===== config.mk =====
export PLATFORM = sky130hd
export DESIGN_NAME = olcb_bank
export DESIGN_NICKNAME = d
export VERILOG_FILES = /design/src/olcb_pkg.sv /design/src/olcb_bank.sv
export VERILOG_INCLUDE_DIRS = /design/src
export SDC_FILE = /design/constraint.sdc
export NUM_CORES = 2
export LEC_CHECK = 0
export BUFFER_PORTS_ARGS = -buffer_cell sky130_fd_sc_hd__buf_4
export CORE_MARGIN = 2
export CORE_UTILIZATION = 40
export DETAILED_ROUTE_END_ITERATION = 10
export PLACE_DENSITY = 0.62
export SLEW_MARGIN = 20
export SYNTH_ARGS = -nofsm -noshare
export SYNTH_HDL_FRONTEND = slang
export SYNTH_SLANG_ARGS = --single-unit

===== constraint.sdc =====
create_clock -name clock_i -period 6.73 [get_ports clock_i]
set_input_delay 0.673 -clock clock_i [delete_from_list [all_inputs] [get_ports clock_i]]
set_output_delay 0.673 -clock clock_i [all_outputs]
set_load 0.05 [all_outputs]

===== src/olcb_cfg.svh =====
// Offsets, field positions, reset values and limits of the output limit clamp bank
`ifndef OLCB_CFG_SVH
`define OLCB_CFG_SVH

// ----------------------------------------------------------------------------
// Register word indices (byte address = 4 * index)
// ----------------------------------------------------------------------------
`define OLCB_IDX_P5_FLOOR 6'h31
`define OLCB_IDX_P5_CEILING 6'h32
`define OLCB_IDX_P6_FLOOR 6'h33
`define OLCB_IDX_P6_CEILING 6'h34
`define OLCB_IDX_P7_FLOOR 6'h35
`define OLCB_IDX_P7_CEILING 6'h36
`define OLCB_IDX_P8_FLOOR 6'h37
`define OLCB_IDX_P8_CEILING 6'h38
`define OLCB_IDX_BAD_ADDR 6'h39
`define OLCB_IDX_CONFIG 6'h3a
`define OLCB_IDX_STATUS 6'h3b
`define OLCB_IDX_IRQ_CLEAR 6'h3c
`define OLCB_IDX_IRQ_ENABLE 6'h3d

// ----------------------------------------------------------------------------
// Reset values
// ----------------------------------------------------------------------------
`define OLCB_FLOOR_RST 16'h0000
`define OLCB_CEILING_RST 16'h4095
`define OLCB_BAD_ADDR_RST 16'h0000
`define OLCB_CONFIG_RST 6'h10
`define OLCB_STATUS_RST 8'h00
`define OLCB_ENABLE_RST 8'h00

// ----------------------------------------------------------------------------
// Field positions of status, clear and enable words
// ----------------------------------------------------------------------------
`define OLCB_ST_LIMIT_OVER_LSB 0
`define OLCB_ST_CLAMPED_LSB 4

// ----------------------------------------------------------------------------
// Allowed ranges of the limit words
// ----------------------------------------------------------------------------
`define OLCB_UNSCALED_BCD_MAX 16'h4095
`define OLCB_UNSCALED_BIN_MAX 16'h0fff
`define OLCB_SIGNED_BIN_MIN 16'hf800
`define OLCB_SIGNED_BIN_MAX 16'h07ff
`define OLCB_SCALED_BIN_BAD 16'h8000
`define OLCB_BCD_NEG_DIGIT 4'hf
`define OLCB_BCD_TOP_MAX 4'h7
`define OLCB_BCD_DIGIT_MAX 4'h9

// ----------------------------------------------------------------------------
// Bus answers
// ----------------------------------------------------------------------------
`define OLCB_RESP_OKAY 2'b00
`define OLCB_RESP_SLVERR 2'b10

`endif


===== src/olcb_pkg.sv =====
// Types shared by the output limit clamp bank
package olcb_pkg;

	// One point's pair of limit words
	typedef struct packed {
		logic [15:0] ceiling;
		logic [15:0] floor;
	} olcb_limit_t;

	// Software configuration of the bank
	typedef struct packed {
		logic signed_bin;
		logic bcd_fmt;
		logic [3:0] scale_en;
	} olcb_cfg_t;

endpackage

===== src/olcb_bank.sv =====
// Output limit clamp bank for output points 5 to 8 with AXI4-Lite register access
//
// Contract
// - clamp each point's output between its limits
// - scaled points read limits as engineering units
// - floor at odd word, ceiling next, 49-56
// - shared read-only BCD word of bad address
//
// Added by the designer: register access over AXI4-Lite.
`timescale 1ns/10ps
`default_nettype none
`include "olcb_cfg.svh"

module olcb_bank (
	input wire logic clock_i,
	input wire logic reset_n_i,
	input wire logic [7:0] s_axi_awaddr_i,
	input wire logic s_axi_awvalid_i,
	output logic s_axi_awready_o,
	input wire logic [31:0] s_axi_wdata_i,
	input wire logic [3:0] s_axi_wstrb_i,
	input wire logic s_axi_wvalid_i,
	output logic s_axi_wready_o,
	output logic [1:0] s_axi_bresp_o,
	output logic s_axi_bvalid_o,
	input wire logic s_axi_bready_i,
	input wire logic [7:0] s_axi_araddr_i,
	input wire logic s_axi_arvalid_i,
	output logic s_axi_arready_o,
	output logic [31:0] s_axi_rdata_o,
	output logic [1:0] s_axi_rresp_o,
	output logic s_axi_rvalid_o,
	input wire logic s_axi_rready_i,
	input wire logic [3:0][15:0] command_i,
	output logic [3:0][15:0] clamped_o,
	output logic irq_o
);

	// ------------------------------------------------------------------------
	// Decoding helpers
	// ------------------------------------------------------------------------

	// Word value as a signed number under the given format
	function automatic logic signed [16:0] olcb_num(input logic [15:0] w, input logic bcd, input logic sgn);
		logic [16:0] mag;
		logic neg;
		mag = 17'h00000;
		neg = 1'b0;
		if (!bcd) begin
			olcb_num = sgn ? {w[15], w} : {1'b0, w};
		end else begin
			neg = sgn && (w[15:12] == `OLCB_BCD_NEG_DIGIT);
			mag = 17'(w[11:8]) * 17'd100 + 17'(w[7:4]) * 17'd10 + 17'(w[3:0]);
			if (!neg) begin
				mag = mag + 17'(w[15:12]) * 17'd1000;
			end
			olcb_num = neg ? -$signed(mag) : $signed(mag);
		end
	endfunction

	// Allowed range of a limit word for the active mode
	function automatic logic olcb_valid(input logic [15:0] w, input logic bcd, input logic scaled,
		input logic sgn_bin);
		logic low_ok;
		logic top_ok;
		low_ok = (w[11:8] <= `OLCB_BCD_DIGIT_MAX) && (w[7:4] <= `OLCB_BCD_DIGIT_MAX) &&
			(w[3:0] <= `OLCB_BCD_DIGIT_MAX);
		top_ok = (w[15:12] <= `OLCB_BCD_TOP_MAX) || (w[15:12] == `OLCB_BCD_NEG_DIGIT);
		if (bcd && scaled) begin
			olcb_valid = low_ok && top_ok;
		end else if (bcd) begin
			olcb_valid = low_ok && (w <= `OLCB_UNSCALED_BCD_MAX);
		end else if (scaled) begin
			olcb_valid = (w != `OLCB_SCALED_BIN_BAD);
		end else if (sgn_bin) begin
			olcb_valid = (w >= `OLCB_SIGNED_BIN_MIN) || (w <= `OLCB_SIGNED_BIN_MAX);
		end else begin
			olcb_valid = (w <= `OLCB_UNSCALED_BIN_MAX);
		end
	endfunction

	// Decimal word index to a BCD word
	function automatic logic [15:0] olcb_bcd(input logic [5:0] v);
		logic [5:0] tens;
		tens = v / 6'd10;
		olcb_bcd = {8'h00, tens[3:0], 4'(v - tens * 6'd10)};
	endfunction

	// ------------------------------------------------------------------------
	// State
	// ------------------------------------------------------------------------
	olcb_pkg::olcb_limit_t limit [4];
	olcb_pkg::olcb_cfg_t cfg;
	logic [15:0] bad_addr;
	logic [7:0] status;
	logic [7:0] enable;
	logic aw_got;
	logic w_got;
	logic [5:0] aw_idx;
	logic [31:0] w_data;
	logic [3:0] w_strb;
	logic [7:0] ev_set;
	logic [7:0] ev_clr;
	logic [7:0] next_status;

	// Write decode of the held request
	logic wr_go;
	logic wr_is_limit;
	logic [2:0] wr_k;
	logic [1:0] wr_pt;
	logic [15:0] wr_cur;
	logic [15:0] wr_word;
	logic wr_scaled;
	logic wr_ok;
	logic wr_mapped;

	assign wr_go = aw_got && w_got && !s_axi_bvalid_o;
	assign wr_is_limit = (aw_idx >= `OLCB_IDX_P5_FLOOR) && (aw_idx <= `OLCB_IDX_P8_CEILING);
	assign wr_k = 3'(aw_idx - `OLCB_IDX_P5_FLOOR);
	assign wr_pt = wr_k[2:1];
	assign wr_cur = wr_k[0] ? limit[wr_pt].ceiling : limit[wr_pt].floor;
	assign wr_word = {w_strb[1] ? w_data[15:8] : wr_cur[15:8], w_strb[0] ? w_data[7:0] : wr_cur[7:0]};
	assign wr_scaled = cfg.scale_en[wr_pt];
	assign wr_ok = olcb_valid(wr_word, cfg.bcd_fmt, wr_scaled, cfg.signed_bin);
	assign wr_mapped = (aw_idx >= `OLCB_IDX_P5_FLOOR) && (aw_idx <= `OLCB_IDX_IRQ_ENABLE);

	// ------------------------------------------------------------------------
	// Write address and data channels
	// ------------------------------------------------------------------------

	// Both channels are taken in any order, then one response follows
	always_ff @(posedge clock_i or negedge reset_n_i) begin
		if (!reset_n_i) begin
			s_axi_awready_o <= 1'b1;
			s_axi_wready_o <= 1'b1;
			aw_got <= 1'b0;
			w_got <= 1'b0;
			aw_idx <= 6'h00;
			w_data <= 32'h00000000;
			w_strb <= 4'h0;
			s_axi_bvalid_o <= 1'b0;
			s_axi_bresp_o <= `OLCB_RESP_OKAY;
		end else begin
			if (s_axi_awvalid_i && s_axi_awready_o) begin
				aw_idx <= s_axi_awaddr_i[7:2];
				aw_got <= 1'b1;
				s_axi_awready_o <= 1'b0;
			end
			if (s_axi_wvalid_i && s_axi_wready_o) begin
				w_data <= s_axi_wdata_i;
				w_strb <= s_axi_wstrb_i;
				w_got <= 1'b1;
				s_axi_wready_o <= 1'b0;
			end
			if (wr_go) begin
				aw_got <= 1'b0;
				w_got <= 1'b0;
				s_axi_bvalid_o <= 1'b1;
				s_axi_bresp_o <= wr_mapped ? `OLCB_RESP_OKAY : `OLCB_RESP_SLVERR;
			end
			if (s_axi_bvalid_o && s_axi_bready_i) begin
				s_axi_bvalid_o <= 1'b0;
				s_axi_awready_o <= 1'b1;
				s_axi_wready_o <= 1'b1;
			end
		end
	end

	// ------------------------------------------------------------------------
	// Limit words and bad address record
	// ------------------------------------------------------------------------

	// Rejected words are not stored; stored words are not checked again when the config changes
	always_ff @(posedge clock_i or negedge reset_n_i) begin
		if (!reset_n_i) begin
			for (int i = 0; i < 4; i++) begin
				limit[i].floor <= `OLCB_FLOOR_RST;
				limit[i].ceiling <= `OLCB_CEILING_RST;
			end
			bad_addr <= `OLCB_BAD_ADDR_RST;
		end else if (wr_go && wr_is_limit) begin
			if (wr_ok) begin
				if (wr_k[0]) begin
					limit[wr_pt].ceiling <= wr_word;
				end else begin
					limit[wr_pt].floor <= wr_word;
				end
			end else begin
				bad_addr <= olcb_bcd(aw_idx);
			end
		end
	end

	// Configuration and interrupt enable
	always_ff @(posedge clock_i or negedge reset_n_i) begin
		if (!reset_n_i) begin
			cfg <= `OLCB_CONFIG_RST;
			enable <= `OLCB_ENABLE_RST;
		end else if (wr_go) begin
			if (aw_idx == `OLCB_IDX_CONFIG && w_strb[0]) begin
				cfg <= w_data[5:0];
			end
			if (aw_idx == `OLCB_IDX_IRQ_ENABLE && w_strb[0]) begin
				enable <= w_data[7:0];
			end
		end
	end

	// ------------------------------------------------------------------------
	// Clamp datapath
	// ------------------------------------------------------------------------
	generate
		for (genvar p = 0; p < 4; p++) begin : g_point
			logic sgn;
			logic signed [16:0] cmd_n;
			logic signed [16:0] floor_n;
			logic signed [16:0] ceil_n;
			logic below;
			logic above;

			// scaled points compare signed engineering units
			assign sgn = cfg.scale_en[p] || (cfg.signed_bin && !cfg.bcd_fmt);
			assign cmd_n = olcb_num(command_i[p], cfg.bcd_fmt, sgn);
			assign floor_n = olcb_num(limit[p].floor, cfg.bcd_fmt, sgn);
			assign ceil_n = olcb_num(limit[p].ceiling, cfg.bcd_fmt, sgn);
			assign below = cmd_n < floor_n;
			assign above = cmd_n > ceil_n;

			always_ff @(posedge clock_i or negedge reset_n_i) begin
				if (!reset_n_i) begin
					clamped_o[p] <= `OLCB_FLOOR_RST;
				end else if (below) begin
					clamped_o[p] <= limit[p].floor;
				end else if (above) begin
					clamped_o[p] <= limit[p].ceiling;
				end else begin
					clamped_o[p] <= command_i[p];
				end
			end

			assign ev_set[`OLCB_ST_LIMIT_OVER_LSB + p] = wr_go && wr_is_limit && !wr_ok && (wr_pt == 2'(p));
			assign ev_set[`OLCB_ST_CLAMPED_LSB + p] = below || above;
		end
	endgenerate

	// ------------------------------------------------------------------------
	// Status and interrupt
	// ------------------------------------------------------------------------
	assign ev_clr = (wr_go && aw_idx == `OLCB_IDX_IRQ_CLEAR && w_strb[0]) ? w_data[7:0] : 8'h00;
	// A new event in the clearing cycle wins over the clear
	assign next_status = (status & ~ev_clr) | ev_set;

	always_ff @(posedge clock_i or negedge reset_n_i) begin
		if (!reset_n_i) begin
			status <= `OLCB_STATUS_RST;
			irq_o <= 1'b0;
		end else begin
			status <= next_status;
			irq_o <= |(next_status & enable);
		end
	end

	// ------------------------------------------------------------------------
	// Read channel
	// ------------------------------------------------------------------------
	logic [31:0] rd_word;
	logic rd_mapped;
	logic [5:0] rd_idx;
	logic [2:0] rd_k;

	assign rd_idx = s_axi_araddr_i[7:2];
	assign rd_k = 3'(rd_idx - `OLCB_IDX_P5_FLOOR);

	// Read mux; the clear word reads as zero
	always_comb begin
		rd_word = 32'h00000000;
		rd_mapped = 1'b1;
		if (rd_idx >= `OLCB_IDX_P5_FLOOR && rd_idx <= `OLCB_IDX_P8_CEILING) begin
			rd_word = {16'h0000, rd_k[0] ? limit[rd_k[2:1]].ceiling : limit[rd_k[2:1]].floor};
		end else if (rd_idx == `OLCB_IDX_BAD_ADDR) begin
			rd_word = {16'h0000, bad_addr};
		end else if (rd_idx == `OLCB_IDX_CONFIG) begin
			rd_word = {26'h0000000, cfg};
		end else if (rd_idx == `OLCB_IDX_STATUS) begin
			rd_word = {24'h000000, status};
		end else if (rd_idx == `OLCB_IDX_IRQ_ENABLE) begin
			rd_word = {24'h000000, enable};
		end else if (rd_idx != `OLCB_IDX_IRQ_CLEAR) begin
			rd_mapped = 1'b0;
		end
	end

	// One read at a time, answered the cycle after the address is taken
	always_ff @(posedge clock_i or negedge reset_n_i) begin
		if (!reset_n_i) begin
			s_axi_arready_o <= 1'b1;
			s_axi_rvalid_o <= 1'b0;
			s_axi_rdata_o <= 32'h00000000;
			s_axi_rresp_o <= `OLCB_RESP_OKAY;
		end else if (s_axi_arvalid_i && s_axi_arready_o) begin
			s_axi_arready_o <= 1'b0;
			s_axi_rvalid_o <= 1'b1;
			s_axi_rdata_o <= rd_word;
			s_axi_rresp_o <= rd_mapped ? `OLCB_RESP_OKAY : `OLCB_RESP_SLVERR;
		end else if (s_axi_rvalid_o && s_axi_rready_i) begin
			s_axi_rvalid_o <= 1'b0;
			s_axi_arready_o <= 1'b1;
		end
	end

endmodule
`default_nettype wire


# After elaboration in Yosys (flattened, before gate mapping)
# Cells that the tools add are included.
[totals]
regBits = 290
inputBits = 123
out_inout_bits = 106
wordCells = 361
[op_classes]
addsub = 51
multipliers = 37
n_div = 1
magnitude_cmp = 25
eq_ne = 25
muxes = 119
bitwise_logic = 7
reduce_logical = 64
[ops]
columns = ["op", "count"]
rows = [
  ["2-to-1 mux 17 bit", 48],
  ["bitwise mux 128 bit", 2],
  ["negator 17 bit", 12],
  ["2-to-1 mux 16 bit", 12],
  ["adder 13 x 14 -> 15 bit", 12],
  ["2-to-1 mux 15 bit", 12],
  ["2-to-1 mux 32 bit", 5],
  ["adder 12 x 4 -> 13 bit", 12],
  ["adder 11 x 8 -> 12 bit", 12],
  ["multiplier 4 x 7 -> 11 bit (second input constant)", 12],
  ["binary-select mux 32 bit (select 2 bit)", 2],
  ["demux 32 bit (select 2 bit)", 2],
  ["2-to-1 mux 128 bit", 1],
  ["multiplier 4 x 5 -> 9 bit (second input constant)", 12],
  ["multiplier 4 x 3 -> 7 bit (second input constant)", 12],
  ["> comparator 17 bit", 4],
  ["less-than comparator 17 bit", 4],
  ["2-to-1 mux 8 bit", 7],
  ["== test 4 bit (second input constant)", 13],
  ["== test 6 bit (second input constant)", 7],
  ["logical AND 1 bit", 39],
  ["2-to-1 mux 1 bit", 25],
  ["less-or-equal comparator 6 bit (second input constant)", 3],
  ["bitwise AND 8 bit", 2],
  ["other kinds (30)", 57],
]

# Depth between registers and ports, before layout
[depth]
ltp_word = 19
ltp_mapped = 32

# Worst setup path after synthesis
# Ideal clock, no wire load.
[synth_timing]
kind = "in2reg"
startpoint = "input command_i[21] in the netlist's numbering"
endpoint = "register clamped_o[28] in the netlist's numbering"
setup_time_ps = 135
t_arrival_ps = 7056
t_required_ps = 6595
slack_ps = -461
stages = 26
n_path_buf = 1
cell_sequence = "ha_1 -> ha_1 -> fa_1 -> ha_1 -> ha_1 -> xnor2_1 -> ha_1 -> a21oi_1 -> xor2_1 -> nor2_1 -> a21o_1 -> a2111oi_0 -> nand3_1 -> o31a_1 -> xor2_1 -> mux2_2 -> ha_1 -> nor2b_1 -> o21ai_0 -> nand2b_1 -> a2111oi_0 -> o31a_1 -> o22ai_1 -> clkbuf_1 -> mux2i_1 -> o21ai_0"
[synth_via]
elab_chain_len = 12
word_cells_on_any_way = 14
[synth_lines]
columns = ["item", "line_no", "text"]
rows = [
  ["start, declared", "olcb_bank.sv:34", "input wire logic [3:0][15:0] command_i,"],
  ["multiplier 4 x 3 -> 7 bit", "olcb_bank.sv:53", "mag = 17'(w[11:8]) * 17'd100 + 17'(w[7:4]) * 17'd10 + 17'(w[3:0]);"],
  ["adder 11 x 8 -> 12 bit", "olcb_bank.sv:53", ""],
  ["adder 12 x 4 -> 13 bit", "olcb_bank.sv:53", ""],
  ["adder 13 x 14 -> 15 bit", "olcb_bank.sv:55", "mag = mag + 17'(w[15:12]) * 17'd1000;"],
  ["2-to-1 mux 15 bit", "olcb_bank.sv:54", "if (!neg) begin"],
  ["2-to-1 mux 17 bit", "olcb_bank.sv:49", "if (!bcd) begin"],
  ["negator 17 bit", "olcb_bank.sv:57", "olcb_num = neg ? -$signed(mag) : $signed(mag);"],
  ["2-to-1 mux 17 bit", "olcb_bank.sv:57", ""],
  ["2-to-1 mux 17 bit (*)", "olcb_bank.sv:49", ""],
  ["> comparator 17 bit", "olcb_bank.sv:227", "assign above = cmd_n > ceil_n;"],
  ["2-to-1 mux 16 bit", "olcb_bank.sv:234", "end else if (above) begin"],
  ["2-to-1 mux 16 bit (*)", "olcb_bank.sv:232", "end else if (below) begin"],
  ["end signal, assigned by index", "olcb_bank.sv:231", "clamped_o[p] <= `OLCB_FLOOR_RST;"],
  ["end signal, assigned by index", "olcb_bank.sv:233", "clamped_o[p] <= limit[p].floor;"],
  ["end signal, assigned by index", "olcb_bank.sv:235", "clamped_o[p] <= limit[p].ceiling;"],
  ["end, declared", "olcb_bank.sv:35", "output logic [3:0][15:0] clamped_o,"],
]
# Mark *: on every way between the ends. The rest lies on a longest branch, timed or not. The select of a mux whose other input is x is not followed.
# A chain may end at the register's enable or synchronous reset.

# Final worst setup path
[layout_timing]
startpoint = "register limit[55] in the netlist's numbering"
endpoint = "register irq_o"
[layout_via]
word_cells_on_any_way = 41
[layout_rtl]
columns = ["item", "line_no", "text"]
rows = [
  ["start, declared", "olcb_bank.sv:92", "olcb_pkg::olcb_limit_t limit [4];"],
  ["multiplier 4 x 3 -> 7 bit", "olcb_bank.sv:53", ""],
  ["adder 11 x 8 -> 12 bit", "olcb_bank.sv:53", ""],
  ["adder 12 x 4 -> 13 bit", "olcb_bank.sv:53", ""],
  ["adder 13 x 14 -> 15 bit", "olcb_bank.sv:55", ""],
  ["2-to-1 mux 15 bit", "olcb_bank.sv:54", ""],
  ["2-to-1 mux 17 bit", "olcb_bank.sv:49", ""],
  ["negator 17 bit", "olcb_bank.sv:57", ""],
  ["2-to-1 mux 17 bit", "olcb_bank.sv:57", ""],
  ["2-to-1 mux 17 bit (*)", "olcb_bank.sv:49", ""],
  ["> comparator 17 bit (*)", "olcb_bank.sv:227", ""],
  ["logical OR 1 bit (*)", "olcb_bank.sv:242", "assign ev_set[`OLCB_ST_CLAMPED_LSB + p] = below || above;"],
  ["OR 8 bit (*)", "olcb_bank.sv:251", "assign next_status = (status & ~ev_clr) | ev_set;"],
  ["net next_status[6]", "olcb_bank.sv:104", "logic [7:0] next_status;"],
  ["bitwise AND 8 bit (*)", "olcb_bank.sv:259", "irq_o <= |(next_status & enable);"],
  ["OR reduction 8 bit (*)", "olcb_bank.sv:259", ""],
  ["end signal, assigned", "olcb_bank.sv:259", ""],
  ["end, declared", "olcb_bank.sv:36", "output logic irq_o"],
]
# The timed path passes the listed nets; every way through them passes the cells marked *. The select of a mux whose other input is x is not followed.

==> results.md <==
* Seq/Total Area, Yosys at 16.0%
* Dpl hpwl at around 110 mm
* Number of remaining DRC errors at 0
* Clock-pin slew on the worst setup and hold paths at roughly 0.060 ns
* Int Power at just under 8 mW
* Unique masters post-synth at 107
* R2r endpoint: irq_o$_DFF_PN0_
* Power density cells at approximately 290 nW/um^2
* Sw Ratio at 47.8%
* Area grow syn2layout at 21.5%
* Final Max Tran Viols at 0
* Routability cong. at ~0.95
* CP peak stage delay at about 0.53 ns
* Clock share of power at a little over an eighth
* Detailed-route wire length at 145 mm
* Slowest CP cell: dfstp_2
* Row cnt at 119
* Final Hold Slack at roughly 0.12 ns
* Vias in the first global route at between 30000 and 40000
* WP data required at slightly above 7 ns
* Fmax at roughly 150 MHz
* Setup violators final at 0
* Synthesized flop and latch total at 271
* Mapped Area at ~43000 um^2
* CTS Buffer Depth at 3
* Relative slew slack at around a fifth
* Pre-antenna DRT Iters at 7
* Setup TNS at 0 ns
* Mean area per synthesized cell at 9.02 um^2
* Core footprint at about 110000 um^2
* Initial Utilization at between 40% and 50%
* Most frequent cells in the layout: 785 x buf_4, 719 x ha_1, 411 x inv_1
* FFs w/ async S/R, synth at 100%
* Startpoint Class: register
* Die H at between 300 and 400 um
* Design Power at approximately 15 mW
* Clk root buf: clkbuf_16
* Die W at between 300 and 400 um
* Min cycle time layout at 6.59 ns
* Num CTS Buffers at 35
* Synth Warn # at 0
* DRT iter0 DRCs at ~2800
* CTS tree: done
* Global Route Usage Sum at about a quarter
* Reg power frac at 15.2%
* Worst-margin pin slew at 1.19 ns
* Worst Skew at 0.0184 ns
* Share of cells above drive strength 1 at approximately a quarter
* Post-synthesis xor/xnor area fraction at 8.58%
* Mapped Cells at 4730
* CTS HTree Levels at 2
* Crit share post-route at 98.0%
* Fin nets at about 6400
* Placed Instances at roughly 6700
* Filler cells at about 9900
* IO Count at roughly 230
* Finished Layout Cells at between 6000 and 7000
* Reg-to-reg slack, setup at between 0.1 and 0.15 ns
* RSZ-0062 raised after global routing: yes
* Global-route wire length before repair at 219 mm
* Min-Delay Path Class: input port to asynchronous set/reset pin
* Remaining global-route overflow at 0
* Worst skew pair latency at 0.58 ns
* Initial antenna violation count at 5
* Most used cell, CP: ha_1
* Reg2reg start: limit[55]$_DFFE_PN1P_
* Leakage at around 27 nW
* IR Drop Worst-Case VDD at about 270 uV
* Avg Vias per Cell at roughly 5.7
* Pin count of the biggest net entering global routing at roughly 120
* Number of flops mapped to enable cells by yosys at 0
* Crit. End Element: register
* Max-capacitance violation count at 0
* Most common cell after layout, fill and taps aside: buf_4
* Fin. Hold Viols at 0
* Comb pwr share at a little under three quarters
* CTS Hold Bufs at 0
* Antenna Nets Post-Route at 0
* Die area at approximately 110000 um^2
* Crit path kind: register to register
* Crit path DAT at about 7 ns
* Port Buf Inserts at 188
* Worst r2r path cells at 29
* Critical path peak fanout at 3
* Post-synthesis compound-gate area fraction at between 15 and 20%
* TritonCTS Sinks at 271
* Routed vias at approximately 39000
* Most used DFF post-synth: dfrtp_1
* Main combinational cell family by area after synthesis: adder cells
* Post-synthesis mux area share at 11.1%
* Status: finished, final reports clean
* Simple-Gate Fraction of Synth Area at 11.8%
* Adder-Cell Fraction of Synth Area at between 20% and 30%
* DR WL/cell at ~21 um
* Switching Power at between 7 and 8 mW
[cell families after synthesis]
| group | after synthesis |
|---|---|
| compound gates | 1191 |
| xor+xnor | 402 |
| fa+ha+maj | 895 |
| buf+inv | 585 |
| flops | 271 |
| mux | 368 |
| other cells | 1 |
| simple gates | 1017 |
[final cells by class]
class                      instances  area [um^2]  share of cell area, %
multi-input combinational       3891        34400                   66.3
sequential                       271         6820                   13.1
timing repair buffer             801         6170                   11.9
tap                             1391         1740                   3.36
inverter                         417         1570                   3.02
clock buffer                      47          993                   1.92
clock inverter                    16          210                  0.405
antenna                            1         2.50                0.00483
[metrics by stage]
step           worst slack (ns)  utilization, %  cell area, um^2
6_report                  0.138            49.1            51900
5_1_grt                  -0.147            49.1            51800
4_1_cts                 0.00561            48.3            51000
3_5_place_dp             -0.501            47.0            49600
3_3_place_gp             -0.396            47.0            49600
2_1_floorplan            0.0134               -            42800
[metal layers]
| metal | wire length (um) | share of wire, % | track usage (%) |
|---|---|---|---|
| met1 | 61800 | 43 | 34.1 |
| met2 | 66700 | 46 | 42.9 |
| met3 | 9580 | 6.6 | 3.50 |
| met4 | 6650 | 4.6 | 10.1 |
| met5 | 12 | 0.0083 | 0.261 |
[cells in the mapped netlist (116+ instances only)]
| cell type | n | area [um^2] |
|---|---|---|
| mux2i_1 | 134 | 1340 |
| nand2_1 | 329 | 1230 |
| ha_1 | 738 | 9230 |
| inv_1 | 414 | 1550 |
| a21o_1 | 116 | 871 |
| o21ai_0 | 313 | 1570 |
| a21oi_1 | 324 | 1620 |
| xnor2_1 | 241 | 2110 |
| nor2_1 | 217 | 815 |
| xor2_1 | 150 | 1310 |
| mux2_2 | 138 | 1550 |
| fa_1 | 157 | 3140 |
| dfrtp_1 | 247 | 6180 |
[critical path: cells and delay by family (launching register included)]
family | cells | cell delay [ns]
simple gates | 7 | 1.19
compound gates | 13 | 2.34
fa+ha+maj | 7 | 2.07
mux | 1 | 0.12
xor+xnor | 1 | 0.19
flops | 1 | 0.53
[sequential cells by signal, indices dropped and copies added, names as in the netlist]
register and cells:
aw_idx 6, limit 128, s_axi_rvalid_o 1, irq_o 1, w_strb 2, cfg 6, s_axi_bresp_o 1, status 8
bad_addr 7, clamped_o 64, w_got 1, s_axi_rdata_o 16, w_data 16, s_axi_wready_o 1, aw_got 1, s_axi_arready_o 1
s_axi_bvalid_o 1, s_axi_awready_o 1, s_axi_rresp_o 1, enable 8
[worst max-delay path by stage]
stage	endpoint	depth (start not counted)	startpoint	slack, ns
3_3_place_gp	irq_o$_DFF_PN0_	29	command_i[37]	-0.40
5_1_grt	irq_o$_DFF_PN0_	30	limit[55]$_DFFE_PN1P_	-0.15
2_1_floorplan	clamped_o[1]$_DFF_PN0_	26	command_i[5]	0.01
3_5_place_dp	irq_o$_DFF_PN0_	32	command_i[21]	-0.50
6_report	irq_o$_DFF_PN0_	29	limit[55]$_DFFE_PN1P_	0.14
4_1_cts	irq_o$_DFF_PN0_	30	limit[55]$_DFFE_PN1P_	0.006
[timing repair]
| action | in CTS | in global routing |
|---|---|---|
| gates resized for setup | 28 | 154 |
| setup endpoints to repair | 43 | 69 |
| setup buffers | 9 | 18 |
| pin swaps | 6 | 77 |
| gates cloned | 0 | 1 |
[power groups by stage]
stage | combinational, mW | clock (mW) | sequential [mW]
floorplan | 6.21 | 0 | 2.72
global placement | 10.1 | 0 | 2.32
detailed placement | 10.2 | 0 | 2.32
CTS | 10.3 | 2.09 | 2.30
global route | 11.7 | 2.14 | 2.33
finish | 10.8 | 2.06 | 2.30
Note: power is estimated with default switching activity, not from simulation.
